$ cat src/include/convctl_defines.vh
// Purpose: Constants for the converter power, trigger and interrupt control block
// Assumes: AXI4-Lite register bus, 32-bit data, one word per register
// Notes: Byte address of an indexed register is four times its index
`ifndef CONVCTL_DEFINES_VH
`define CONVCTL_DEFINES_VH

// Register indices and byte addresses
`define IDX_CTL_TWO 8'h02
`define ADDR_CTL_TWO 8'h08
`define ADDR_IRQ_STATUS 8'h20
`define ADDR_IRQ_MASK 8'h24
`define ADDR_FLAG_STATUS 8'h28
`define ADDR_RESULT_BASE 8'h40
`define ADDR_RESULT_LAST 8'h5C

// Control register field positions
`define BIT_POWER_ON 7
`define BIT_FAST_CLEAR 6
`define BIT_WAIT_PDOWN 5
`define BIT_TRIG_LEVEL 4
`define BIT_TRIG_POL 3
`define BIT_TRIG_EN 2
`define BIT_SEQ_IRQ_EN 1
`define BIT_SEQ_IRQ_FLAG 0

// Reset value and writable bits
`define CTL_TWO_RESET 8'h00
`define WRITABLE_MASK 8'hFE

// Recovery time after power-up
`define RECOVERY_NS 20000
`define CLK_PERIOD_NS 100

// Bus responses
`define RESP_OKAY 2'h0
`define RESP_SLVERR 2'h2

// Interrupt status bits
`define IRQ_SEQ_DONE 0
`define IRQ_TRIGGER 1
`define IRQ_READY 2

`endif

$ cat src/rtl/converter_control.v
// Purpose: Second converter control register with power, trigger and interrupt logic
// Assumes: AXI4-Lite slave, one write and one read outstanding at a time
// Notes: Conversion engine is outside; this block steers it through pulses and levels
`timescale 1ns/10ps
`include "convctl_defines.vh"
module converter_control #(
    parameter RECOVERY_CYCLES = (`RECOVERY_NS + `CLK_PERIOD_NS - 1) / `CLK_PERIOD_NS,
    parameter CHANNELS = 8
) (
    // Clock and reset
    input wire aclk,
    input wire aresetn,
    // AXI4-Lite write address
    input wire [7:0] s_axi_awaddr,
    input wire s_axi_awvalid,
    output reg s_axi_awready,
    // AXI4-Lite write data
    input wire [31:0] s_axi_wdata,
    input wire [3:0] s_axi_wstrb,
    input wire s_axi_wvalid,
    output reg s_axi_wready,
    // AXI4-Lite write response
    output reg [1:0] s_axi_bresp,
    output reg s_axi_bvalid,
    input wire s_axi_bready,
    // AXI4-Lite read address
    input wire [7:0] s_axi_araddr,
    input wire s_axi_arvalid,
    output reg s_axi_arready,
    // AXI4-Lite read data
    output reg [31:0] s_axi_rdata,
    output reg [1:0] s_axi_rresp,
    output reg s_axi_rvalid,
    input wire s_axi_rready,
    // Conversion engine
    input wire sequence_complete_flag,
    input wire [CHANNELS-1:0] conversion_done,
    input wire wait_mode,
    output reg sequence_abort_q,
    output reg conversion_halt_q,
    output reg resume_discard_q,
    output reg analog_power_q,
    output reg converter_ready_q,
    output reg [CHANNELS-1:0] conversion_complete_flag_q,
    output reg [CHANNELS-1:0] clear_done_q,
    // External trigger
    input wire trigger_pin,
    output reg trigger_start_q,
    output reg trigger_mode_q,
    // Interrupt
    output reg irq_q
);

reg [7:0] ctl_q; // Writable control bits, bit 0 unused
reg [2:0] irq_status_q; // Sticky event bits
reg [2:0] irq_mask_q; // Event enables
reg [CHANNELS-1:0] flag_armed_q; // Status read seen per channel
reg aw_held_q; // Write address captured
reg w_held_q; // Write data captured
reg [7:0] awaddr_q; // Captured write address
reg [31:0] wdata_q; // Captured write data
reg [3:0] wstrb_q; // Captured byte enables
reg wait_halt_q; // Halt in force from wait
reg seq_prev_q; // Previous sequence flag for edge events
reg ready_prev_q; // Previous ready for edge events
wire trig_hit; // Trigger sensitivity met
wire pwr_on; // Analog powered
wire pwr_ready; // Recovery elapsed
wire wr_fire; // Write executes this cycle
wire rd_fire; // Read executes this cycle
wire [7:0] rd_word; // Read byte address selector
wire [2:0] irq_events; // Event pulses
wire [2:0] irq_w1c; // Software clear bits
wire [7:0] ctl_view; // Control value as read

// Result register decode, used for both reads and writes
function is_result;
    input [7:0] addr;
    begin
        is_result = (addr >= `ADDR_RESULT_BASE) && (addr <= `ADDR_RESULT_LAST);
    end
endfunction

// One-hot channel for a result address
function [CHANNELS-1:0] result_onehot;
    input [7:0] addr;
    reg [7:0] offs;
    begin
        offs = addr - `ADDR_RESULT_BASE;
        result_onehot = is_result(addr) ? ({{(CHANNELS-1){1'b0}}, 1'b1} << offs[4:2])
                                        : {CHANNELS{1'b0}};
    end
endfunction

trigger_detect u_trigger (
    .aclk(aclk),
    .aresetn(aresetn),
    .enable(ctl_q[`BIT_TRIG_EN]),
    .level_select(ctl_q[`BIT_TRIG_LEVEL]),
    .polarity(ctl_q[`BIT_TRIG_POL]),
    .trigger_pin(trigger_pin),
    .trigger_hit_q(trig_hit)
);

power_sequencer #(
    .RECOVERY_CYCLES(RECOVERY_CYCLES)
) u_power (
    .aclk(aclk),
    .aresetn(aresetn),
    .power_request(ctl_q[`BIT_POWER_ON] & ~wait_halt_q),
    .analog_on_q(pwr_on),
    .ready_q(pwr_ready)
);

assign wr_fire = aw_held_q & w_held_q & ~s_axi_bvalid;
assign rd_fire = s_axi_arvalid & s_axi_arready;
assign rd_word = s_axi_araddr;
// Bit 0 mirrors the sequence flag only while enabled
assign ctl_view = {ctl_q[7:1], ctl_q[`BIT_SEQ_IRQ_EN] & sequence_complete_flag};
assign irq_events = {pwr_ready & ~ready_prev_q, trig_hit, sequence_complete_flag & ~seq_prev_q};
assign irq_w1c = (wr_fire && awaddr_q == `ADDR_IRQ_STATUS && wstrb_q[0]) ? wdata_q[2:0] : 3'h0;

// Write address and data capture, either order
always @(posedge aclk) begin
    if (!aresetn) begin
        aw_held_q <= 1'b0;
        w_held_q <= 1'b0;
        awaddr_q <= 8'h00;
        wdata_q <= 32'h00000000;
        wstrb_q <= 4'h0;
        s_axi_awready <= 1'b0;
        s_axi_wready <= 1'b0;
    end else begin
        s_axi_awready <= ~aw_held_q & ~s_axi_awready & s_axi_awvalid;
        s_axi_wready <= ~w_held_q & ~s_axi_wready & s_axi_wvalid;
        if (s_axi_awvalid && s_axi_awready) begin
            aw_held_q <= 1'b1;
            awaddr_q <= s_axi_awaddr;
        end else if (wr_fire) begin
            aw_held_q <= 1'b0;
        end
        if (s_axi_wvalid && s_axi_wready) begin
            w_held_q <= 1'b1;
            wdata_q <= s_axi_wdata;
            wstrb_q <= s_axi_wstrb;
        end else if (wr_fire) begin
            w_held_q <= 1'b0;
        end
    end
end

// Write execution and response; control register is always writable
always @(posedge aclk) begin
    if (!aresetn) begin
        ctl_q <= `CTL_TWO_RESET;
        irq_mask_q <= 3'h0;
        s_axi_bvalid <= 1'b0;
        s_axi_bresp <= `RESP_OKAY;
        sequence_abort_q <= 1'b0;
    end else begin
        sequence_abort_q <= 1'b0;
        if (s_axi_bvalid && s_axi_bready) begin
            s_axi_bvalid <= 1'b0;
        end
        if (wr_fire) begin
            s_axi_bvalid <= 1'b1;
            s_axi_bresp <= `RESP_OKAY;
            if (awaddr_q == `ADDR_CTL_TWO) begin
                if (wstrb_q[0]) begin
                    ctl_q <= wdata_q[7:0] & `WRITABLE_MASK;
                end
                sequence_abort_q <= 1'b1;
            end else if (awaddr_q == `ADDR_IRQ_MASK) begin
                if (wstrb_q[0]) begin
                    irq_mask_q <= wdata_q[2:0];
                end
            end else if (awaddr_q == `ADDR_IRQ_STATUS || is_result(awaddr_q)) begin
                s_axi_bresp <= `RESP_OKAY;
            end else if (awaddr_q != `ADDR_FLAG_STATUS) begin
                s_axi_bresp <= `RESP_SLVERR; // Unmapped address
            end
        end
    end
end

// Read channel, one-cycle accept then data
always @(posedge aclk) begin
    if (!aresetn) begin
        s_axi_arready <= 1'b0;
        s_axi_rvalid <= 1'b0;
        s_axi_rdata <= 32'h00000000;
        s_axi_rresp <= `RESP_OKAY;
    end else begin
        s_axi_arready <= ~s_axi_arready & ~s_axi_rvalid & s_axi_arvalid;
        if (s_axi_rvalid && s_axi_rready) begin
            s_axi_rvalid <= 1'b0;
        end
        if (rd_fire) begin
            s_axi_rvalid <= 1'b1;
            s_axi_rresp <= `RESP_OKAY;
            s_axi_rdata <= 32'h00000000;
            if (rd_word == `ADDR_CTL_TWO) begin
                s_axi_rdata <= {24'h000000, ctl_view};
            end else if (rd_word == `ADDR_IRQ_STATUS) begin
                s_axi_rdata <= {29'h00000000, irq_status_q};
            end else if (rd_word == `ADDR_IRQ_MASK) begin
                s_axi_rdata <= {29'h00000000, irq_mask_q};
            end else if (rd_word == `ADDR_FLAG_STATUS) begin
                s_axi_rdata <= {{(32-CHANNELS){1'b0}}, conversion_complete_flag_q};
            end else if (!is_result(rd_word)) begin
                s_axi_rresp <= `RESP_SLVERR; // Unmapped address
            end
        end
    end
end

// Conversion-complete flags: set wins over clear
always @(posedge aclk) begin : flag_block
    reg [CHANNELS-1:0] clr;
    clr = {CHANNELS{1'b0}};
    if (!aresetn) begin
        conversion_complete_flag_q <= {CHANNELS{1'b0}};
        flag_armed_q <= {CHANNELS{1'b0}};
        clear_done_q <= {CHANNELS{1'b0}};
    end else begin
        if (ctl_q[`BIT_FAST_CLEAR]) begin
            // Any result access clears its flag
            if (rd_fire) begin
                clr = clr | result_onehot(rd_word);
            end
            if (wr_fire) begin
                clr = clr | result_onehot(awaddr_q);
            end
        end else if (rd_fire) begin
            // Status read arms, matching result read clears
            clr = result_onehot(rd_word) & flag_armed_q;
        end
        if (rd_fire && rd_word == `ADDR_FLAG_STATUS) begin
            flag_armed_q <= conversion_complete_flag_q;
        end else begin
            flag_armed_q <= flag_armed_q & ~clr;
        end
        conversion_complete_flag_q <= (conversion_complete_flag_q & ~clr) | conversion_done;
        clear_done_q <= clr;
    end
end

// Wait-mode halt, resume marker and drive outputs
always @(posedge aclk) begin
    if (!aresetn) begin
        wait_halt_q <= 1'b0;
        conversion_halt_q <= 1'b0;
        resume_discard_q <= 1'b0;
        analog_power_q <= 1'b0;
        converter_ready_q <= 1'b0;
        trigger_start_q <= 1'b0;
        trigger_mode_q <= 1'b0;
    end else begin
        wait_halt_q <= wait_mode & ctl_q[`BIT_WAIT_PDOWN];
        conversion_halt_q <= (wait_mode & ctl_q[`BIT_WAIT_PDOWN]) | ~ctl_q[`BIT_POWER_ON];
        // One-cycle marker when the halted conversion resumes
        resume_discard_q <= wait_halt_q & ~(wait_mode & ctl_q[`BIT_WAIT_PDOWN]);
        analog_power_q <= pwr_on;
        converter_ready_q <= pwr_ready;
        trigger_start_q <= trig_hit & pwr_ready;
        trigger_mode_q <= ctl_q[`BIT_TRIG_EN];
    end
end

// Sticky events, write-one-to-clear with set winning, and interrupt output
always @(posedge aclk) begin
    if (!aresetn) begin
        irq_status_q <= 3'h0;
        seq_prev_q <= 1'b0;
        ready_prev_q <= 1'b0;
        irq_q <= 1'b0;
    end else begin
        seq_prev_q <= sequence_complete_flag;
        ready_prev_q <= pwr_ready;
        irq_status_q <= (irq_status_q & ~irq_w1c) | irq_events;
        // Sequence flag through the enable bit, all three sticky events, sequence edge included, through the mask
        irq_q <= (ctl_q[`BIT_SEQ_IRQ_EN] & sequence_complete_flag)
               | (|(irq_status_q & irq_mask_q));
    end
end

endmodule

$ cat src/rtl/trigger_detect.v
// Purpose: Synchronise the external trigger and apply the selected sensitivity
// Assumes: Trigger pin is asynchronous to aclk
// Notes: Edge modes give a one-cycle pulse, level modes a level
`timescale 1ns/10ps
module trigger_detect (
    // Clock and reset
    input wire aclk,
    input wire aresetn,
    // Configuration
    input wire enable,
    input wire level_select,
    input wire polarity,
    // Trigger pin and result
    input wire trigger_pin,
    output reg trigger_hit_q
);

reg sync_first_q; // First synchroniser stage, read only by the second
reg sync_second_q; // Second synchroniser stage
reg sample_prev_q; // Previous synchronised sample for edge detection

// Two-flop synchroniser and previous-sample register
always @(posedge aclk) begin
    if (!aresetn) begin
        sync_first_q <= 1'b0;
        sync_second_q <= 1'b0;
        sample_prev_q <= 1'b0;
    end else begin
        sync_first_q <= trigger_pin;
        sync_second_q <= sync_first_q;
        sample_prev_q <= sync_second_q;
    end
end

// Sensitivity decode: falling, rising, low level, high level
always @(posedge aclk) begin
    if (!aresetn) begin
        trigger_hit_q <= 1'b0;
    end else if (!enable) begin
        trigger_hit_q <= 1'b0;
    end else begin
        case ({level_select, polarity})
            2'h0: trigger_hit_q <= sample_prev_q & ~sync_second_q;
            2'h1: trigger_hit_q <= ~sample_prev_q & sync_second_q;
            2'h2: trigger_hit_q <= ~sync_second_q;
            2'h3: trigger_hit_q <= sync_second_q;
            default: trigger_hit_q <= 1'b0;
        endcase
    end
end

endmodule

$ cat src/rtl/power_sequencer.v
// Purpose: Track converter power and the recovery period after power-up
// Assumes: Powered state is requested as a level
// Notes: Any drop of the request restarts the recovery count
`timescale 1ns/10ps
module power_sequencer #(
    parameter RECOVERY_CYCLES = 200
) (
    // Clock and reset
    input wire aclk,
    input wire aresetn,
    // Request and status
    input wire power_request,
    output reg analog_on_q,
    output reg ready_q
);

reg [15:0] count_q; // Cycles left in the recovery period

// Recovery counter, restarted at every power-up
always @(posedge aclk) begin
    if (!aresetn) begin
        analog_on_q <= 1'b0;
        ready_q <= 1'b0;
        count_q <= 16'h0000;
    end else if (!power_request) begin
        analog_on_q <= 1'b0;
        ready_q <= 1'b0;
        count_q <= RECOVERY_CYCLES[15:0];
    end else begin
        analog_on_q <= 1'b1;
        if (count_q != 16'h0000) begin
            count_q <= count_q - 16'h0001;
        end
        ready_q <= (count_q == 16'h0000);
    end
end

endmodule

$ cat config.mk
export PLATFORM = sky130hd
export DESIGN_NAME = converter_control
export DESIGN_NICKNAME = d
export VERILOG_FILES = /design/src/rtl/converter_control.v /design/src/rtl/trigger_detect.v /design/src/rtl/power_sequencer.v
export VERILOG_INCLUDE_DIRS = /design/src /design/src/include
export SDC_FILE = /design/constraint.sdc
export NUM_CORES = 1
export LEC_CHECK = 0
export BUFFER_PORTS_ARGS = -buffer_cell sky130_fd_sc_hd__buf_2
export CORE_AREA = 5 5 105 107
export CTS_CLUSTER_DIAMETER = 60
export DETAILED_ROUTE_END_ITERATION = 10
export DIE_AREA = 0 0 110 112
export PLACE_DENSITY = 0.74
export SLEW_MARGIN = 20
export SYNTH_ARGS = -nofsm -noshare
export SYNTH_HDL_FRONTEND = slang
export SYNTH_SLANG_ARGS = --single-unit
$ cat constraint.sdc
create_clock -name aclk -period 1.7 [get_ports aclk]
set_input_delay 0.34 -clock aclk [delete_from_list [all_inputs] [get_ports aclk]]
set_output_delay 0.34 -clock aclk [all_outputs]
set_load 0.02 [all_outputs]
==> impl_metrics.csv <==
group,metric,value,unit
status,run_status,"complete, but fails checks",
status,violations,"negative setup slack",
cts,path_clk_slew,0.10,ns
global_routing,grt_max_degree,42,
die,rows,37,
critical_path,cp_cell_sequence,"buf_6 > or4_4 > or2_4 > o41ai_2 > a21oi_1",
routing,dr.pass1.iters,4,
synthesis,syn_avg_cell_area,8.69,µm²
die,start_util,44.4,%
synthesis,synth_cell_type_count,61,
global_routing,track_usage,17.3,%
sta,fin_worst_skew,0.00921,ns
synthesis,synth_edf_count,0,
layout,diodes,0,
critical_path,required,1.95,ns
power,finalPower,0.00443,W
synthesis,ys.flop_type,"dfxtp_1",
global_routing,grt_overflow,0,
cts,ctsHoldBuffers,0,
sta,hold_violations,0,
critical_path,endpoint_kind,"flip-flop",
critical_path,cp_max_fo,3,
placement,dp_hpwl,8.24,mm
worst_hold_path,hold_path.class,"input pin to flip-flop",
die,io_pins,135,
sta,slew_viol_final,0,
critical_path,r2r_end,"u_power.count_q[11]",
cts,clock-sinks,103,
cts,numCtsBuffers,9,
layout,finalCoreUtilization,54.2,%
critical_path,path_delay_family,"simple AND/OR/NAND/NOR gates",
routing,vias,3971,
synthesis,yosysSeqAreaShare,46.3,%
critical_path,crit_cells,5,
critical_path,start_kind,"flip-flop",
routing,highest-signal-layer,"met4",
routing,wl_per_cell,14.5,µm
layout,syn_to_final_growth,22.1,%
routing,vias_per_cell,5.23,
placement,dpl_worst_slack,-0.0706,ns
critical_path,max_stage_delay,0.54,ns
synthesis,synth_warnings,0,
power,ir_drop,369,µV
routing,wl_met2,5.23,mm
sta,min_period,1.71,ns
die,die_area,0.0123,mm²
critical_path,path_class,"flip-flop to flip-flop",
global_routing,grt_pass1_vias,3740,
sta,tns,-0.00725,ns
critical_path,worst-path-buf-inv,1,
critical_path,crit_path_start,"u_power.count_q[1]",
die,die_w,110,µm
power,leakagePower,2.30,nW
sta,fmax,586,MHz
die,die_y,112,µm
critical_path,worst-r2r-cell-count,5,
cts,ctsHtreeMaxLevel,3,
critical_path,rrSetupSlack,-0.007,ns
layout,drive_above_1_share,26.9,%
routing,antenna_left,0,
die,coreArea,0.0100,mm²
layout,final_area,0.00544,mm²
routing,wl_met3,645,µm
sta,rsz0062_at_grt,"yes",
routing,wirelength,11.1,mm
critical_path,cp.arrival,1.96,ns
sta,postLayoutSetupSlackWorst,-0.00656,ns
layout,nNetsFinal,690,
cts,cts_buffer_depth,2,
placement,gp_congestion,0.887,
synthesis,ys_ff_latch,103,
routing,drtIter0Drc,162,
routing,remaining_drc_errors,0,
power,p_per_area,814,mW/mm²
routing,wl_met1,4.95,mm
placement,portBuffers,81,
cts,cts_tree,"done",
synthesis,synth-async-reset-ratio,0,%
sta,min_period_over_period,100,%
global_routing,grt_pass1_wl,17.2,mm
cts,worstSkewPairLatency,0.36,ns
global_routing,antenna_found_initial,0,
placement,placed_area,0.00514,mm²
critical_path,r2r-start,"u_power.count_q[1]",
flow_run,cap_viol_max_count,0,
critical_path,cp-endpoint,"u_power.count_q[11]",
critical_path,slowest_stage,"or4_4",
synthesis,postSynthCellCount,513,
cts,clockRootBuffer,"clkbuf_8",
sta,setup_viol,2,
synthesis,synth.cell_area,0.00446,mm²
## tightest hold or removal path, cell delays in order
cell	delay, ns
buf_2	0.08
nand2_1	0.04
o21ai_0	0.05
## registers in the layout (all words and copies together), names as in the netlist, 3 cells and up
register	count
clear_done_q	8
wdata_q	8
flag_armed_q	8
u_power.count_q	16
awaddr_q	8
conversion_complete_flag_q	8
irq_mask_q	3
s_axi_rdata	8
irq_status_q	3
ctl_q	7
## how the worst min path moves through the flow
| stage | from | end | slack, ns | cells after the start |
|---|---|---|---|---|
| 6_report | conversion_done[7] | conversion_complete_flag_q[7] | 0.17 | 3 |
| 5_1_grt | conversion_done[0] | conversion_complete_flag_q[0] | 0.17 | 2 |
| 3_3_place_gp | u_trigger.sync_first_q | u_trigger.sync_second_q | 0.42 | 1 |
| 4_1_cts | conversion_done[7] | conversion_complete_flag_q[7] | 0.16 | 3 |
| 2_1_floorplan | u_power.analog_on_q | analog_power_q | 0.41 | 1 |
| 3_5_place_dp | u_power.analog_on_q | analog_power_q | 0.42 | 1 |
## synth_stat cells (all sizes together) (3+ instances only)
library cell,instances,area [µm²]
a22o,7,61.3
mux2i,14,140
and3,3,18.8
clkbuf,24,90.1
nor4,3,25.0
a21oi,44,220
o31ai,7,52.6
or3,3,18.8
nor2b,6,37.5
inv,13,48.8
o21ai,16,80.1
a211oi,3,22.5
nand2,74,278
o22a,3,26.3
o32a,4,40.0
dfxtp,103,2060
nor2,31,116
mux2,5,56.3
buf,28,205
nand3,23,115
a32o,7,70.1
nand4,6,37.5
and2,16,100
nand2b,8,50.1
nand3b,6,45.0
a31o,3,26.3
or4,5,41.3
a31oi,4,25.0
nor3,11,55.1
## per-stage QoR
| stage | cells | hold WS [ns] |
|---|---|---|
| after global routing | 760 | 0.174 |
| after detailed placement | 740 | 0.419 |
| after global placement | 740 | 0.417 |
| after CTS | 759 | 0.162 |
| final | 760 | 0.169 |
| after floorplan | 538 | 0.412 |
## per-layer routing
| metal | vias up | track usage (%) |
|---|---|---|
| li1 | 1987 | - |
| met1 | 1850 | 22.1 |
| met2 | 117 | 28.6 |
| met3 | 17 | 3.36 |
| met4 | 0 | 6.40 |
| met5 | - | 0 |
## logic make-up after synthesis
group	Yosys count	synth area share, %
adder cells (fa/ha/maj)	1	0.281
XOR/XNOR	1	0.196
other	1	0.0841
AND/OR/NAND/NOR	208	23.8
AO/OA/AOI/OAI	114	17.1
multiplexers	19	4.41
buffers and inverters	66	7.80
flip-flops	103	46.3
## cell usage in the layout, fill, tap and decap left out, types with 4 or more instances in the layout
cell	n
buf_2	81
buf_4	37
nand3_1	23
clkbuf_8	10
nand2b_1	8
inv_6	4
inv_1	12
a21oi_1	43
and2_1	15
nand2_1	73
dfxtp_1	101
nand3b_1	6
a31oi_1	4
nor2_1	30
nor2b_1	6
mux2i_1	14
a22o_1	7
conb_1	26
o32a_1	4
o31ai_1	7
o21ai_0	15
nor3_1	10
or4_1	4
nand4_1	6
mux2_2	5
a32o_1	7
## power by group
part	leakage [nW]	total (W)	switching (W)	internal (W)
combinational	1.36	0.000455	0.000278	0.000177
sequential	0.838	0.00251	0.0000513	0.00246
clock	0.0981	0.00146	0.000866	0.000595
## what timing repair did
action / 4_1_cts / 5_1_grt
pin swaps: 4 / 8
setup endpoints to repair: 7 / 15
buffers inserted: 3 / 1
cloned: 0 / 0
gates resized for setup: 8 / 11
## area by class of cell
class / count / area, µm²
inverter: 14 / 52.6
clock inverter: 6 / 48.8
fill: 951 / 4600
sequential: 103 / 2060
tap: 136 / 170
clock buffer: 10 / 138
timing repair buffer: 122 / 746
multi-input combinational: 369 / 2220
(Power assumes the default switching activity.)
